--- config.mk ---
export PLATFORM = sky130hd
export DESIGN_NAME = three_axis_quadrature_decoder
export DESIGN_NICKNAME = d
export VERILOG_FILES = /design/src/verilog/qdec_pkg.sv /design/src/verilog/three_axis_quadrature_decoder.sv
export SDC_FILE = /design/constraint.sdc
export NUM_CORES = 1
export LEC_CHECK = 0
export BUFFER_PORTS_ARGS = -buffer_cell sky130_fd_sc_hd__clkbuf_2
export CAP_MARGIN = 5
export CORE_MARGIN = 4
export CORE_UTILIZATION = 56
export CTS_BUF_LIST = sky130_fd_sc_hd__clkbuf_8
export CTS_CLUSTER_SIZE = 20
export DETAILED_ROUTE_END_ITERATION = 6
export PLACE_DENSITY_LB_ADDON = 0.08
export SYNTH_ARGS = -nofsm -noshare
export SYNTH_HDL_FRONTEND = slang
export SYNTH_SLANG_ARGS = --single-unit
--- constraint.sdc ---
create_clock -name CLOCK -period 3 [get_ports CLOCK]
set_input_delay 0.15 -clock CLOCK [delete_from_list [all_inputs] [get_ports CLOCK]]
set_output_delay 0.15 -clock CLOCK [all_outputs]
set_load 0.1 [all_outputs]
--- src/verilog/qdec_pkg.sv ---
// Constants shared by the three-axis quadrature decoder.
package qdec_pkg;

    // System clock and the highest sampling rate allowed.
    localparam int CLOCK_MHZ      = 250;
    localparam int SAMPLE_MAX_MHZ = 16;
    // Shortest sampling interval in clock cycles, rounded up.
    localparam logic [9:0] MIN_DIV =
        10'((CLOCK_MHZ + SAMPLE_MAX_MHZ - 1) / SAMPLE_MAX_MHZ);

    // Filter length in sampling periods.
    localparam int FILTER_LEN = 3;

    // Register byte offsets.
    localparam logic [7:0] DECODER_CONTROL_OFS  = 8'h00;
    localparam logic [7:0] X_STEP_COUNT_OFS     = 8'h04;
    localparam logic [7:0] Y_STEP_COUNT_OFS     = 8'h08;
    localparam logic [7:0] Z_STEP_COUNT_OFS     = 8'h0c;
    localparam logic [7:0] SAMPLE_DIVIDER_OFS   = 8'h10;
    localparam logic [7:0] AXIS_PIN_SELECT_OFS  = 8'h14;
    localparam logic [7:0] DECODER_MODE_PIN_OFS = 8'h18;
    localparam logic [7:0] TOTAL_EDGE_CNT_OFS   = 8'h1c;

    // Control register fields.
    localparam int THRESHOLD_LSB = 0;
    localparam int PENDING_BIT   = 8;
    localparam int CNT_CLEAR_BIT = 9;

    // Mode and enable register fields.
    localparam int ENABLE_LSB = 0;
    localparam int MODE_LSB   = 3;

    // Pin select fields: four bits per channel, A then B, X then Y then Z.
    localparam int PIN_SEL_W = 4;
    localparam int NUM_PINS  = 12;

    // Values after reset.
    localparam logic [9:0]  DIVIDER_RST   = 10'h010;
    localparam logic [23:0] PIN_SEL_RST   = 24'h543210;
    localparam logic [7:0]  THRESHOLD_RST = 8'h01;

endpackage : qdec_pkg

--- src/verilog/three_axis_quadrature_decoder.sv ---
// Three-axis quadrature decoder with APB register access.
//
// The implementer's own choices: the APB interface to the registers and the register addresses.
`timescale 1ns/1ns

module three_axis_quadrature_decoder (
    // Clock and reset.
    input  wire logic        CLOCK,
    input  wire logic        RESETN,
    // APB slave.
    input  wire logic        PSEL,
    input  wire logic        PENABLE,
    input  wire logic        PWRITE,
    input  wire logic [7:0]  PADDR,
    input  wire logic [31:0] PWDATA,
    output logic      [31:0] PRDATA,
    output logic             PREADY,
    output logic             PSLVERR,
    // Pins and system controls.
    input  wire logic [11:0] GPIO_IN,
    input  wire logic        DECODER_CLOCK_ENABLE,
    input  wire logic        LOW_POWER_CLOCK_SEL,
    // Event outputs.
    output logic             EVENT_IRQ,
    output logic             WAKEUP
);

    typedef struct packed {
        logic [9:0]       div_cnt;
        logic [5:0][2:0]  hist;
        logic [5:0]       filt;
        logic [2:0][15:0] cnt;
        logic [2:0]       dir;
        logic [7:0]       evt;
        logic             pend;
        logic [7:0]       thres;
        logic [9:0]       divider;
        logic [23:0]      pinsel;
        logic [2:0]       en;
        logic [2:0]       mode;
        logic [31:0]      rdata;
    } state_t;

    state_t st;
    state_t next_st;

    logic       setup;
    logic       wr;
    logic       mapped;
    logic       tick;
    logic [5:0] raw;
    logic [5:0] edges;
    logic       any_edge;
    logic       clr_pend;
    logic       clr_evt;
    logic       evt_inc;
    logic [9:0] reload;

    // Picks one of the general-purpose pins; unused codes read low.
    function automatic logic pick(input logic [11:0] pins, input logic [3:0] sel);
        logic bit_val;
        bit_val = 1'b0;
        if (sel < 4'(qdec_pkg::NUM_PINS)) begin
            bit_val = pins[sel];
        end
        return bit_val;
    endfunction : pick

    // True when the address is one of the eight registers.
    function automatic logic is_mapped(input logic [7:0] a);
        logic hit;
        hit = (a == qdec_pkg::DECODER_CONTROL_OFS) ||
              (a == qdec_pkg::X_STEP_COUNT_OFS) ||
              (a == qdec_pkg::Y_STEP_COUNT_OFS) ||
              (a == qdec_pkg::Z_STEP_COUNT_OFS) ||
              (a == qdec_pkg::SAMPLE_DIVIDER_OFS) ||
              (a == qdec_pkg::AXIS_PIN_SELECT_OFS) ||
              (a == qdec_pkg::DECODER_MODE_PIN_OFS) ||
              (a == qdec_pkg::TOTAL_EDGE_CNT_OFS);
        return hit;
    endfunction : is_mapped

    assign setup    = PSEL && !PENABLE;
    assign wr       = PSEL && PENABLE && PWRITE;
    assign mapped   = is_mapped(PADDR);
    assign PREADY   = 1'b1;
    assign PSLVERR  = PSEL && PENABLE && !mapped;
    assign PRDATA   = st.rdata;
    assign clr_pend = wr && (PADDR == qdec_pkg::DECODER_CONTROL_OFS) &&
                      PWDATA[qdec_pkg::PENDING_BIT];
    assign clr_evt  = wr && (PADDR == qdec_pkg::DECODER_CONTROL_OFS) &&
                      PWDATA[qdec_pkg::CNT_CLEAR_BIT];

    // Divided sampling interval never drops below the 16 MHz limit.
    assign reload = (st.divider < qdec_pkg::MIN_DIV) ?
                    qdec_pkg::MIN_DIV - 10'h001 : st.divider - 10'h001;

    // Low-power clock samples on every cycle.
    assign tick = DECODER_CLOCK_ENABLE &&
                  (LOW_POWER_CLOCK_SEL || (st.div_cnt == 10'h000));

    // Channel order: X A, X B, Y A, Y B, Z A, Z B.
    always_comb begin
        for (int c = 0; c < 6; c++) begin
            raw[c] = pick(GPIO_IN, st.pinsel[c*4 +: 4]);
        end
    end

    always_comb begin
        logic [2:0] h;
        logic       ea;
        logic       eb;
        logic       up;
        h       = 3'h0;
        ea      = 1'b0;
        eb      = 1'b0;
        up      = 1'b0;
        next_st = st;
        edges   = 6'h00;

        // Sampling divider.
        if (!DECODER_CLOCK_ENABLE || LOW_POWER_CLOCK_SEL) begin
            next_st.div_cnt = reload;
        end else if (st.div_cnt == 10'h000) begin
            next_st.div_cnt = reload;
        end else begin
            next_st.div_cnt = st.div_cnt - 10'h001;
        end

        // Filter: output follows only three equal samples in a row.
        for (int c = 0; c < 6; c++) begin
            h = {st.hist[c][1:0], raw[c]};
            if (tick) begin
                next_st.hist[c] = h;
                if ((h == 3'h7 && !st.filt[c]) || (h == 3'h0 && st.filt[c])) begin
                    next_st.filt[c] = h[0];
                    edges[c]        = 1'b1;
                end
            end
        end
        any_edge = 1'b0;

        // Axis decoding.
        for (int i = 0; i < 3; i++) begin
            ea = edges[2*i];
            eb = edges[2*i+1];
            if (!st.en[i]) begin
                next_st.cnt[i] = 16'h0000;
            end else if (ea || eb) begin
                any_edge = 1'b1;
                if (st.mode[i]) begin
                    next_st.cnt[i] = st.cnt[i] + 16'h0001;
                end else begin
                    if (ea && eb) begin
                        up = st.dir[i];
                    end else if (ea) begin
                        up = next_st.filt[2*i] ^ next_st.filt[2*i+1];
                    end else begin
                        up = ~(next_st.filt[2*i] ^ next_st.filt[2*i+1]);
                    end
                    next_st.dir[i] = up;
                    next_st.cnt[i] = up ? st.cnt[i] + 16'h0001 :
                                          st.cnt[i] - 16'h0001;
                end
            end
        end

        // Event counter: one count per sample with an edge on an enabled axis; a clear in an edge cycle restarts it at one.
        if (clr_evt) begin
            next_st.evt = {7'h00, any_edge};
        end else if (any_edge) begin
            next_st.evt = st.evt + 8'h01;
        end
        evt_inc = any_edge;

        // Pending flag: a threshold hit in the clearing cycle wins.
        if (any_edge && next_st.evt == st.thres) begin
            next_st.pend = 1'b1;
        end else if (clr_pend) begin
            next_st.pend = 1'b0;
        end

        // Register writes.
        if (wr) begin
            if (PADDR == qdec_pkg::DECODER_CONTROL_OFS) begin
                next_st.thres = PWDATA[qdec_pkg::THRESHOLD_LSB +: 8];
            end else if (PADDR == qdec_pkg::SAMPLE_DIVIDER_OFS) begin
                next_st.divider = PWDATA[9:0];
            end else if (PADDR == qdec_pkg::AXIS_PIN_SELECT_OFS) begin
                next_st.pinsel = PWDATA[23:0];
            end else if (PADDR == qdec_pkg::DECODER_MODE_PIN_OFS) begin
                next_st.en   = PWDATA[qdec_pkg::ENABLE_LSB +: 3];
                next_st.mode = PWDATA[qdec_pkg::MODE_LSB +: 3];
            end
        end

        // Read data is captured in the setup cycle.
        if (setup) begin
            if (PADDR == qdec_pkg::DECODER_CONTROL_OFS) begin
                next_st.rdata = {22'h000000, 1'b0, st.pend, st.thres};
            end else if (PADDR == qdec_pkg::X_STEP_COUNT_OFS) begin
                next_st.rdata = {{16{st.cnt[0][15]}}, st.cnt[0]};
            end else if (PADDR == qdec_pkg::Y_STEP_COUNT_OFS) begin
                next_st.rdata = {{16{st.cnt[1][15]}}, st.cnt[1]};
            end else if (PADDR == qdec_pkg::Z_STEP_COUNT_OFS) begin
                next_st.rdata = {{16{st.cnt[2][15]}}, st.cnt[2]};
            end else if (PADDR == qdec_pkg::SAMPLE_DIVIDER_OFS) begin
                next_st.rdata = {22'h000000, st.divider};
            end else if (PADDR == qdec_pkg::AXIS_PIN_SELECT_OFS) begin
                next_st.rdata = {8'h00, st.pinsel};
            end else if (PADDR == qdec_pkg::DECODER_MODE_PIN_OFS) begin
                next_st.rdata = {26'h0000000, st.mode, st.en};
            end else if (PADDR == qdec_pkg::TOTAL_EDGE_CNT_OFS) begin
                next_st.rdata = {24'h000000, st.evt};
            end else begin
                next_st.rdata = 32'h00000000;
            end
        end
    end

    always_ff @(posedge CLOCK or negedge RESETN) begin
        if (!RESETN) begin
            st         <= '0;
            st.div_cnt <= qdec_pkg::DIVIDER_RST - 10'h001;
            st.divider <= qdec_pkg::DIVIDER_RST;
            st.pinsel  <= qdec_pkg::PIN_SEL_RST;
            st.thres   <= qdec_pkg::THRESHOLD_RST;
        end else begin
            st <= next_st;
        end
    end

    assign EVENT_IRQ = st.pend;
    assign WAKEUP    = st.pend;
endmodule : three_axis_quadrature_decoder

# After elaboration in Yosys (flattened, before gate mapping)
# Index checks and enable logic that the tools add are counted.
# totals
regBits	168
output_inout_bits	36
wordCells	230
# classes
n_addsub	9
n_lt_le_gt_ge	13
eq_ne	17
n_mux	90
bitwise_logic	12
reduce_logical	67
# op_table
op	count
2-to-1 mux 16 bit	12
2-to-1 mux 32 bit	4
2-to-1 mux 1 bit	59
adder 16 x 1 -> 16 bit (second input constant)	3
2-to-1 mux 24 bit	2
subtractor 16 x 1 -> 16 bit (second input constant)	3
== test 8 x 5 -> 1 bit (second input constant)	4
2-to-1 mux 8 bit	4
< comparator 4 x 5 -> 1 bit (second input constant)	6
2-to-1 mux 10 bit	3
binary-select mux 1 bit (select 4 bit)	6
logical AND 1 bit	24
< comparator 4 bit (second input constant)	6
subtractor 10 x 1 -> 10 bit (second input constant)	2
== test 3 bit (second input constant)	6
zero test 3 bit	6
logical OR 1 bit	18
== test 8 x 4 -> 1 bit (second input constant)	2
AND reduction 3 bit	4
zero test 10 bit	1
< comparator 10 x 5 -> 1 bit (second input constant)	1
zero test 1 bit	9
NOT 1 bit	9
adder 8 x 1 -> 8 bit (second input constant)	1
9 further kinds	13

# Longest topological paths before layout
# Gate-level depths: netlist of run 1.
# depth
word_depth	20
depth_mapped	14

# Worst setup path after synthesis of run 1
# Ideal clock, no wire load.
# synth_path
path_kind	reg2reg
start	register st[164] (netlist bit)
end	register st[136] (netlist bit)
setup_time_ns	0.086
arrival_ns	3.169
slack_ns	-0.255
path_stages_with_launch	14
n_path_buf	1
path_cell_list	dfstp_2 inv_1 ha_1 nor3b_2 a32oi_2 buf_2 nor2_1 o21ai_0 nand2_1 xnor2_1 a21boi_2 or4_1 and3_1 nor3_1
# synth_rtl
item	line	rtl
start, declared	three_axis_quadrature_decoder.sv:44	state_t st;
start signal, assigned	three_axis_quadrature_decoder.sv:229	st <= next_st;

==> impl_metrics.ini, run 1 <==
[clocking]
h-tree-depth = 4
cts_tree = yes
cts.sinks = 161
clk_latency_ns = 0.48
cts_buffers = 17
cts.reportedPaths.clkPinSlew_ns = 0.09
cts_root_buf = clkbuf_8
cts_buffer_depth = 2

[sta]
max-slew-margin-rel_pct = 51.19
fin_crit_ns = 3.263
postLayoutSetupSlackWorst_ns = -0.2632
maxSlewViolCount = 0
final_hold_viol_count = 0
period_share_pct = 108.8
setup_violations = 50
fin_skew_ns = 0.009767
worst_pin_slew_ns = 0.7321
rsz0062_at_grt = yes
fmax_mhz = 306.5
finalSetupTns_ns = -7.604

[setup_path]
end_kind = register
worstPathRequired_ns = 3.40
crit_arrival_ns = 3.66
slowest_delay_ns = 0.60
critical_path_peak_fanout = 7
crit_top_cell = buf_4
crit_chain = mux4_2, nand3b_1, o41ai_4, buf_4, o21ai_1, nand2_1, xnor2_2, buf_4, mux2i_4, o21ai_4, buf_6, mux2_4, mux2i_1
start_kind = register
crit_slowest_cell = dfstp_2
crit_type = reg2reg

[floorplan]
die_x_um = 144.9
die_h_um = 144.9
start_util_pct = 57.67
die_area_sq_um = 21000
core.rowCount = 49
core_sq_um = 18210
io_pins = 95

[detailed_routing]
vias_per_cell = 6.192
drt_iter0_drc = 932
wl_per_cell_um = 20.37
via_count = 9660
remaining_drc_errors = 0
drtAntennaViolNets = 0
drt-total-wl_mm = 31.78
dr.pass1.iters = 5

[placement]
gp_congestion = 0.9592
hpwl_mm = 22.64
portBuffers = 85
place_area_sq_um = 11710
place_ws_ns = -0.2535
place_inst = 1487

[pwr]
ir_drop_mv = 0.3092
power.density_nw_per_um2 = 397.1
p_leak_uw = 0.005808

[synth]
yosysWarnings = 0
syn_area_sq_um = 10500
yosys_register_bits = 161
ys_types = 79
syn_nets = 1212
ys.flop_type = dfrtp_1
synth_edf_count = 0
synth.avg_cell_area_sq_um = 9.178
syn_inst = 1144
synthArstFlopShare_pct = 100.0
yosysSeqAreaShare_pct = 38.52

[grt]
overflow = 0
antenna_found_initial = 0
grt_use_total_pct = 29.09
grt_max_degree = 76
grt_pass1_wl_mm = 49.30
grt_pass1_vias = 9244

[final_layout]
fin_cells = 1560
final_common_cell = dfrtp_1
drive_gt1_share_pct = 32.98
nNetsFinal = 1386
finalInstanceArea_sq_um = 13180
synthToLayoutAreaGrowth_pct = 25.52
nFillCells = 1307
mostFrequentLayoutCells = dfrtp_1 (147), nand2_1 (138), buf_4 (115), nor2_1 (89), clkbuf_2 (84)
num_antenna_cells = 0

[run_status]
status = complete, but fails checks
violations = setup timing

[min_path]
hold_path_class = in2reg

[job]
maxCapViolCount = 0
## cells in the mapped netlist (7+ instances only)
master / instances / area (sq um)
dfrtp_1: 148 / 3704
nand2_1: 145 / 544.3
nor2_1: 92 / 345.3
mux2i_1: 60 / 600.6
mux2_2: 52 / 585.6
nand3_1: 46 / 230.2
o21ai_0: 45 / 225.2
clkbuf_1: 41 / 153.9
buf_4: 37 / 277.8
nor3_1: 36 / 180.2
xnor2_1: 35 / 306.5
a21oi_1: 31 / 155.2
inv_1: 31 / 116.4
nand2b_1: 26 / 162.7
and3_1: 23 / 143.9
nor4_1: 20 / 125.1
a31oi_1: 19 / 118.9
xor2_1: 17 / 148.9
nor3b_1: 16 / 120.1
and2_1: 15 / 93.84
a221oi_1: 14 / 122.6
dfstp_2: 13 / 341.6
or3_1: 12 / 75.07
mux4_2: 10 / 225.2
nor2b_1: 10 / 62.56
ha_1: 9 / 112.6
o22ai_1: 9 / 56.30
o211ai_1: 8 / 60.06
o31ai_1: 8 / 60.06
a22oi_1: 7 / 52.55
nand4_1: 7 / 43.79
## cell families (layout without fill, tap and decap cells)
logic type | after synthesis | after routing | synth area share [%]
xor+xnor | 52 | 52 | 4.337
other cells | 1 | 1 | 0.03571
compound gates | 201 | 201 | 13.68
buf+inv | 118 | 305 | 5.720
simple gates | 476 | 476 | 22.44
fa+ha+maj | 9 | 9 | 1.072
flops | 161 | 161 | 38.52
mux | 126 | 126 | 14.19
## worst paths after layout
kind | startpoint | endpoint | slack, ns | depth (start not counted)
setup reg to reg | st[50] | st[112] | -0.26 | 13
setup / recovery | st[50] | st[112] | -0.26 | 13
min in group asynchronous | RESETN | st[54] | 0.26 | 2
hold / removal | PWDATA[3] | st[32] | 0.02 | 2
hold reg to reg | PRDATA[10] | PRDATA[10] | 0.49 | 2
max in group asynchronous | RESETN | st[132] | 1.85 | 3
## layer usage
metal | vias up | share of wire [%] | global-route usage, %
li1 | 4472 | - | -
met1 | 4715 | 42 | 37.73
met2 | 395 | 48 | 47.93
met3 | 78 | 7.3 | 7.484
met4 | 0 | 2.9 | 9.786
met5 | - | 0 | 0
## report_power, final
part           total, uW  internal (uW)  switching [uW]
sequential          2310           2230            79.3
clock               1760            857             902
combinational       1160            527             636
## flip-flops by register name (all words and copies together) (netlist names)
signal     count
EVENT_IRQ      1
PRDATA        25
st           135
## critical path: cells and delay by family, from the launching register on
kind / cells / cell delay [ns]
and+or+nand+nor: 2 / 0.27
xor gates and xnor gates: 1 / 0.18
AOI/OAI and AO/OA: 3 / 0.46
DFF: 1 / 0.60
buffers and inverters: 3 / 0.48
muxes: 4 / 1.18
## metrics by stage
step	total power, uW	hold WS (ns)	util [%]
finish	5234	0.02132	72.38
global route	5435	0.007124	72.38
CTS	5119	0.004657	69.91
detailed placement	3250	0.2247	64.31
global placement	3232	0.2218	64.31
floorplan	2903	-0.1456	-
## cell type report
class	count	area, sq um	area share, %
clock inverters	14	177.7	1.348
flip-flops and latches	161	4046	30.70
clock buffers	18	247.7	1.880
inverters	32	120.1	0.9113
well taps	229	286.5	2.174
multi-input cells	865	6550	49.70
repair buffers	241	1752	13.29
## what timing repair did
item	in CTS	in global routing
setup endpoints to repair	51	54
hold buffers	18	0
buffers inserted	12	16
pin swaps	32	34
resized for setup	73	69
endpoints found under the hold margin	88	0
No activity file was read; power rests on OpenSTA's default activity.
==> inputs of run 2 (changes only) <==
--- a/config.mk
+++ b/config.mk
@@ -8,7 +8,7 @@
 export BUFFER_PORTS_ARGS = -buffer_cell sky130_fd_sc_hd__clkbuf_2
 export CAP_MARGIN = 5
 export CORE_MARGIN = 4
-export CORE_UTILIZATION = 56
+export CORE_UTILIZATION = 25
 export CTS_BUF_LIST = sky130_fd_sc_hd__clkbuf_8
 export CTS_CLUSTER_SIZE = 20
 export DETAILED_ROUTE_END_ITERATION = 6
==> run 2 against run 1 <==
Against the previous run:
- the run still ends with setup timing left
- first-iteration DRC count is 46% lower
- largest power group unchanged
- critical path depth is 3 lower
- critical path type unchanged
- fmax is 3.2% lower
- routed wire length is 21% higher
- largest cell class unchanged
- clock-buffer cell count stayed put
==> impl_metrics.ini, run 2 (synthesis gave the netlist of run 1 again) <==
[sta]
hold-worst-slack_ns = 0.09480
max-slew-margin-rel_pct = 51.64
period_share_pct = 112.4
finalSetupTns_ns = -8.155
postLayoutSetupSlackWorst_ns = -0.3727
fin_skew_ns = 0.02190
rsz0062_at_grt = yes
final_hold_viol_count = 0
fin_crit_ns = 3.373
worst_pin_slew_ns = 0.7254
maxSlewViolCount = 0
fmax_mhz = 296.5
setup_violations = 51

[setup_path]
slowest_delay_ns = 0.61
critical_path_peak_fanout = 28
crit_arrival_ns = 3.81
end_kind = register
reg2reg_to = st[102]
crit_chain = mux4_2, mux2_4, o2111a_1, or2_4, a311oi_4, mux2i_4, buf_12, or3_1, and3_1, o21a_1
crit_buf_inv = 1
r2r_start = st[42]
crit_slowest_cell = dfstp_2
r2r_slack_ns = -0.37
start_kind = register
ff2ff_path_depth = 10
critical-path-top-delay-family = multiplexers
worstPathRequired_ns = 3.44
crit_type = reg2reg

[detailed_routing]
remaining_drc_errors = 0
drt-total-wl_mm = 38.40
dr.pass1.iters = 5
vias_per_cell = 4.916
drtAntennaViolNets = 0
via_count = 9433
drt_iter0_drc = 506
wl_per_cell_um = 20.01

[final_layout]
num_antenna_cells = 0
mostFrequentLayoutCells = dfrtp_1 (146), buf_4 (139), nand2_1 (134), clkbuf_2 (84), nor2_1 (83)
nFillCells = 4253
nNetsFinal = 1442
max_flop_register = st
final_common_cell = dfrtp_1
synthToLayoutAreaGrowth_pct = 35.83
largest_reg_flops = 135
drive_gt1_share_pct = 36.41

[pwr]
p_sw_share_pct = 32.72
p_switching_uw = 1788
power.density_nw_per_um2 = 383.1
clockPowerShare_pct = 32.7
pwr-share-seq_pct = 42.4
p_int_uw = 3675
ir_drop_mv = 0.2322
p_leak_uw = 0.006170
combinationalPowerShare_pct = 24.9

[clocking]
clk_latency_ns = 0.56
cts.sinks = 161
cts_buffer_depth = 2
cts_tree = yes
cts.reportedPaths.clkPinSlew_ns = 0.11
h-tree-depth = 4
cts_root_buf = clkbuf_8
cts_buffers = 17

[grt]
grt_max_degree = 69
grt_pass1_vias = 9557
overflow = 0
grt_pass1_wl_mm = 58.62
grt_use_total_pct = 17.14
antenna_found_initial = 1

[placement]
portBuffers = 85
gp_congestion = 0.8212
hpwl_mm = 28.28

[min_path]
hold_end = st[71]
hold_depth = 3
hold_path_class = in2reg
hp-start = PWDATA[9]

[floorplan]
core.rowCount = 74
die_area_sq_um = 45340
core_sq_um = 41200
io_pins = 95
start_util_pct = 25.48
die_h_um = 212.9
die_x_um = 212.9

[job]
maxCapViolCount = 0

[run_status]
status = complete, but fails checks
violations = setup timing
==> run 2: final cells by class <==
| class | instances | area (sq um) | share of cell area, % |
|---|---|---|---|
| clock buffers | 18 | 247.7 | 1.737 |
| clock inverters | 14 | 165.2 | 1.158 |
| inverters | 32 | 120.1 | 0.8422 |
| multi-input cells | 865 | 6681 | 46.85 |
| flip-flops and latches | 161 | 4048 | 28.38 |
| well taps | 532 | 665.6 | 4.667 |
| repair buffers | 297 | 2335 | 16.37 |
==> run 2: timing repair <==
item | CTS | global route
setup endpoints to repair | 54 | 55
gates resized for setup | 86 | 110
buffers inserted | 13 | 26
hold buffers | 25 | 0
hold endpoints to repair | 103 | 0
pin swaps | 27 | 63
==> run 2: tightest hold or removal path: stages <==
cell      delay [ns]
clkbuf_2        0.08
inv_1           0.17
o21ai_0         0.22
==> run 2: power by group through the flow <==
stage                     logic [uW]  clock network, uW  registers, uW
after CTS                       1180               1890           2310
after floorplan                  577                  0           2330
final                           1360               1790           2320
after global placement          1010                  0           2350
after detailed placement        1000                  0           2350
after global routing            1460               1960           2330
==> run 2: per-stage QoR <==
stage	instances	worst slack, ns	total power, uW	utilization (%)	area (sq um)
final	1919	-0.3727	5463	34.62	14260
after global routing	1919	-0.4688	5746	34.62	14260
after CTS	1897	-0.3432	5376	32.95	13580
after detailed placement	1827	-0.3366	3350	30.05	12380
after global placement	1827	-0.3256	3354	30.05	12380
after floorplan	1144	-0.05735	2903	-	10570
==> run 2: worst max-delay path by stage <==
| stage | startpoint | end | slack [ns] | cells after the start |
|---|---|---|---|---|
| 5_1_grt | st[42] | st[102] | -0.47 | 10 |
| 2_1_floorplan | st[42] | st[102] | -0.06 | 10 |
| 6_report | st[42] | st[102] | -0.37 | 10 |
| 3_5_place_dp | st[170] | st[101] | -0.34 | 13 |
| 4_1_cts | st[42] | st[102] | -0.34 | 10 |
| 3_3_place_gp | st[50] | st[110] | -0.33 | 12 |
==> run 2: metal layers <==
layer	wire length, um	track usage, %	share of wire [%]
met1	17940	22.72	47
met2	18440	28.12	48
met3	1249	3.335	3.3
met4	754	5.775	2.0
met5	18	0	0.047
==> inputs of run 3 (changes only) <==
--- a/config.mk
+++ b/config.mk
@@ -13,6 +13,7 @@
 export CTS_CLUSTER_SIZE = 20
 export DETAILED_ROUTE_END_ITERATION = 6
 export PLACE_DENSITY_LB_ADDON = 0.08
+export SLEW_MARGIN = 10
 export SYNTH_ARGS = -nofsm -noshare
 export SYNTH_HDL_FRONTEND = slang
 export SYNTH_SLANG_ARGS = --single-unit
==> constraint.sdc (replaced) <==
create_clock -name CLOCK -period 3.8 [get_ports CLOCK]
set_input_delay 0.19 -clock CLOCK [delete_from_list [all_inputs] [get_ports CLOCK]]
set_output_delay 0.19 -clock CLOCK [all_outputs]
set_load 0.1 [all_outputs]
==> run 3 against run 2 <==
Against the previous run:
- the run now ends clean
- design area decreased by 16%
- core utilization is 5.4 points lower
- sequential share of layout area grew 5.2 points
- die area stayed put
- cell count fell by 8.0%
==> impl_metrics.ini, run 3 (synthesis gave the netlist of run 1 again) <==
[setup_path]
critical_path_peak_fanout = 29
worstPathRequired_ns = 4.19
crit_chain = mux4_1, mux2_2, o2111a_1, or2_4, a311oi_2, mux2i_2, buf_12, or3_1, and3_1, o21a_1
crit_type = reg2reg
crit_buf_inv = 1
start_kind = register
crit_slowest_cell = dfstp_2
crit_arrival_ns = 3.95
end_kind = register
slowest_delay_ns = 0.61
r2r_slack_ns = 0.24
critical-path-top-delay-family = multiplexers

[placement]
place_ws_ns = 0.2589
place_inst = 1717
portBuffers = 85
hpwl_mm = 26.85
gp_congestion = 0.8743

[detailed_routing]
drt_iter0_drc = 629
dr.pass1.iters = 5
drtAntennaViolNets = 0
vias_per_cell = 4.959
remaining_drc_errors = 0
via_count = 8757
wl_per_cell_um = 20.31
drt-total-wl_mm = 35.88

[final_layout]
nNetsFinal = 1289
largest_reg_flops = 135
final_common_cell = dfrtp_1
synthToLayoutAreaGrowth_pct = 14.66
drive_gt1_share_pct = 20.83
mostFrequentLayoutCells = dfrtp_1 (148), nand2_1 (144), nor2_1 (91), clkbuf_2 (84), mux2i_1 (59)
max_flop_register = st
fin_cells = 1766
num_antenna_cells = 0

[sta]
rsz0062_at_grt = no
postLayoutSetupSlackWorst_ns = 0.2447
maxSlewViolCount = 0
worst_pin_slew_ns = 0.8710
finalSetupTns_ns = 0
final_hold_viol_count = 0
setup_violations = 0
period_share_pct = 93.56
fin_skew_ns = 0.02328
fmax_mhz = 281.3
max-slew-margin-rel_pct = 41.93
fin_crit_ns = 3.555

[clocking]
cts.sinks = 161
cts_buffers = 17
postCtsSetupRepairBufs = 0
cts_root_buf = clkbuf_8
cts_buffer_depth = 2
h-tree-depth = 4
cts.reportedPaths.clkPinSlew_ns = 0.11
clk_latency_ns = 0.51
cts_tree = yes

[grt]
grt_pass1_wl_mm = 55.00
busiest_layer = met2
grt_max_degree = 82
grt_pass1_vias = 8737
grt_use_total_pct = 15.99
overflow = 0
global_route.usage.met2_pct = 25.89
antenna_found_initial = 0
use_met1_pct = 22.29
grt_use_met3_pct = 2.939

[floorplan]
core_sq_um = 41200
die_h_um = 212.9
core.rowCount = 74
start_util_pct = 25.48
die_area_sq_um = 45340
io_pins = 95
die_x_um = 212.9

[min_path]
hold_path_class = in2reg

[run_status]
status = complete, no violations

[pwr]
p_leak_uw = 0.005183
power.density_nw_per_um2 = 312.9
ir_drop_mv = 0.1829

[job]
maxCapViolCount = 0
## run 3: cell count changes in the layout (fill, tap and decap cells not counted), sizes merged
cell | before | now
buf | 188 | 43
dlygate4sd3 | 25 | 17
bufinv | 2 | 0
clkinv | 4 | 6
clkbuf | 102 | 103
inv | 38 | 37
## run 3: path summary, 6_finish.rpt
| path | start | end | cells past startpoint |
|---|---|---|---|
| hold reg to reg | PRDATA[14] | PRDATA[14] | 2 |
| setup / recovery | st[42] | st[102] | 10 |
| setup reg to reg | st[42] | st[102] | 10 |
| max in group asynchronous | RESETN | st[56] | 3 |
| min in group asynchronous | RESETN | st[124] | 2 |
| hold / removal | PWDATA[5] | st[67] | 2 |
## run 3: timing repair
item | 4_1_cts | 5_1_grt
hold buffers | 17 | 0
setup endpoints to repair | 0 | 6
gates resized for setup | 0 | 3
hold endpoints to repair | 93 | 0
## run 3: per-layer routing
| metal | up-vias | routed length (um) |
|---|---|---|
| met2 | 172 | 16790 |
| met5 | - | 0 |
| li1 | 4266 | - |
| met4 | 0 | 553 |
| met3 | 35 | 1324 |
| met1 | 4284 | 17210 |
## run 3: stage by stage
| step | area, sq um | util (%) | power [uW] | hold WS, ns |
|---|---|---|---|---|
| finish | 12040 | 29.22 | 3767 | 0.06391 |
| global route | 12040 | 29.22 | 3977 | 0.02045 |
| CTS | 12020 | 29.18 | 3842 | 0.02342 |
| detailed placement | 11490 | 27.88 | 2523 | 0.3321 |
| global placement | 11490 | 27.88 | 2523 | 0.3249 |
| floorplan | 10500 | - | 2274 | -0.1056 |
## run 3: report_power, final
part	switching, uW	leakage (uW)	internal, uW	total [uW]
Sequential	63.2	0.00213	1760	1830
Combinational	422	0.00287	253	675
Clock	766	0.000188	499	1270
## run 3: layout make-up
type                       count  area, sq um
inverter                      32        120.1
fill                        4378        29160
sequential                   161         4045
clock buffer                  19        261.5
multi-input combinational    865         5876
clock inverter                13        103.9
timing repair buffer         144        967.2
tap                          532        665.6
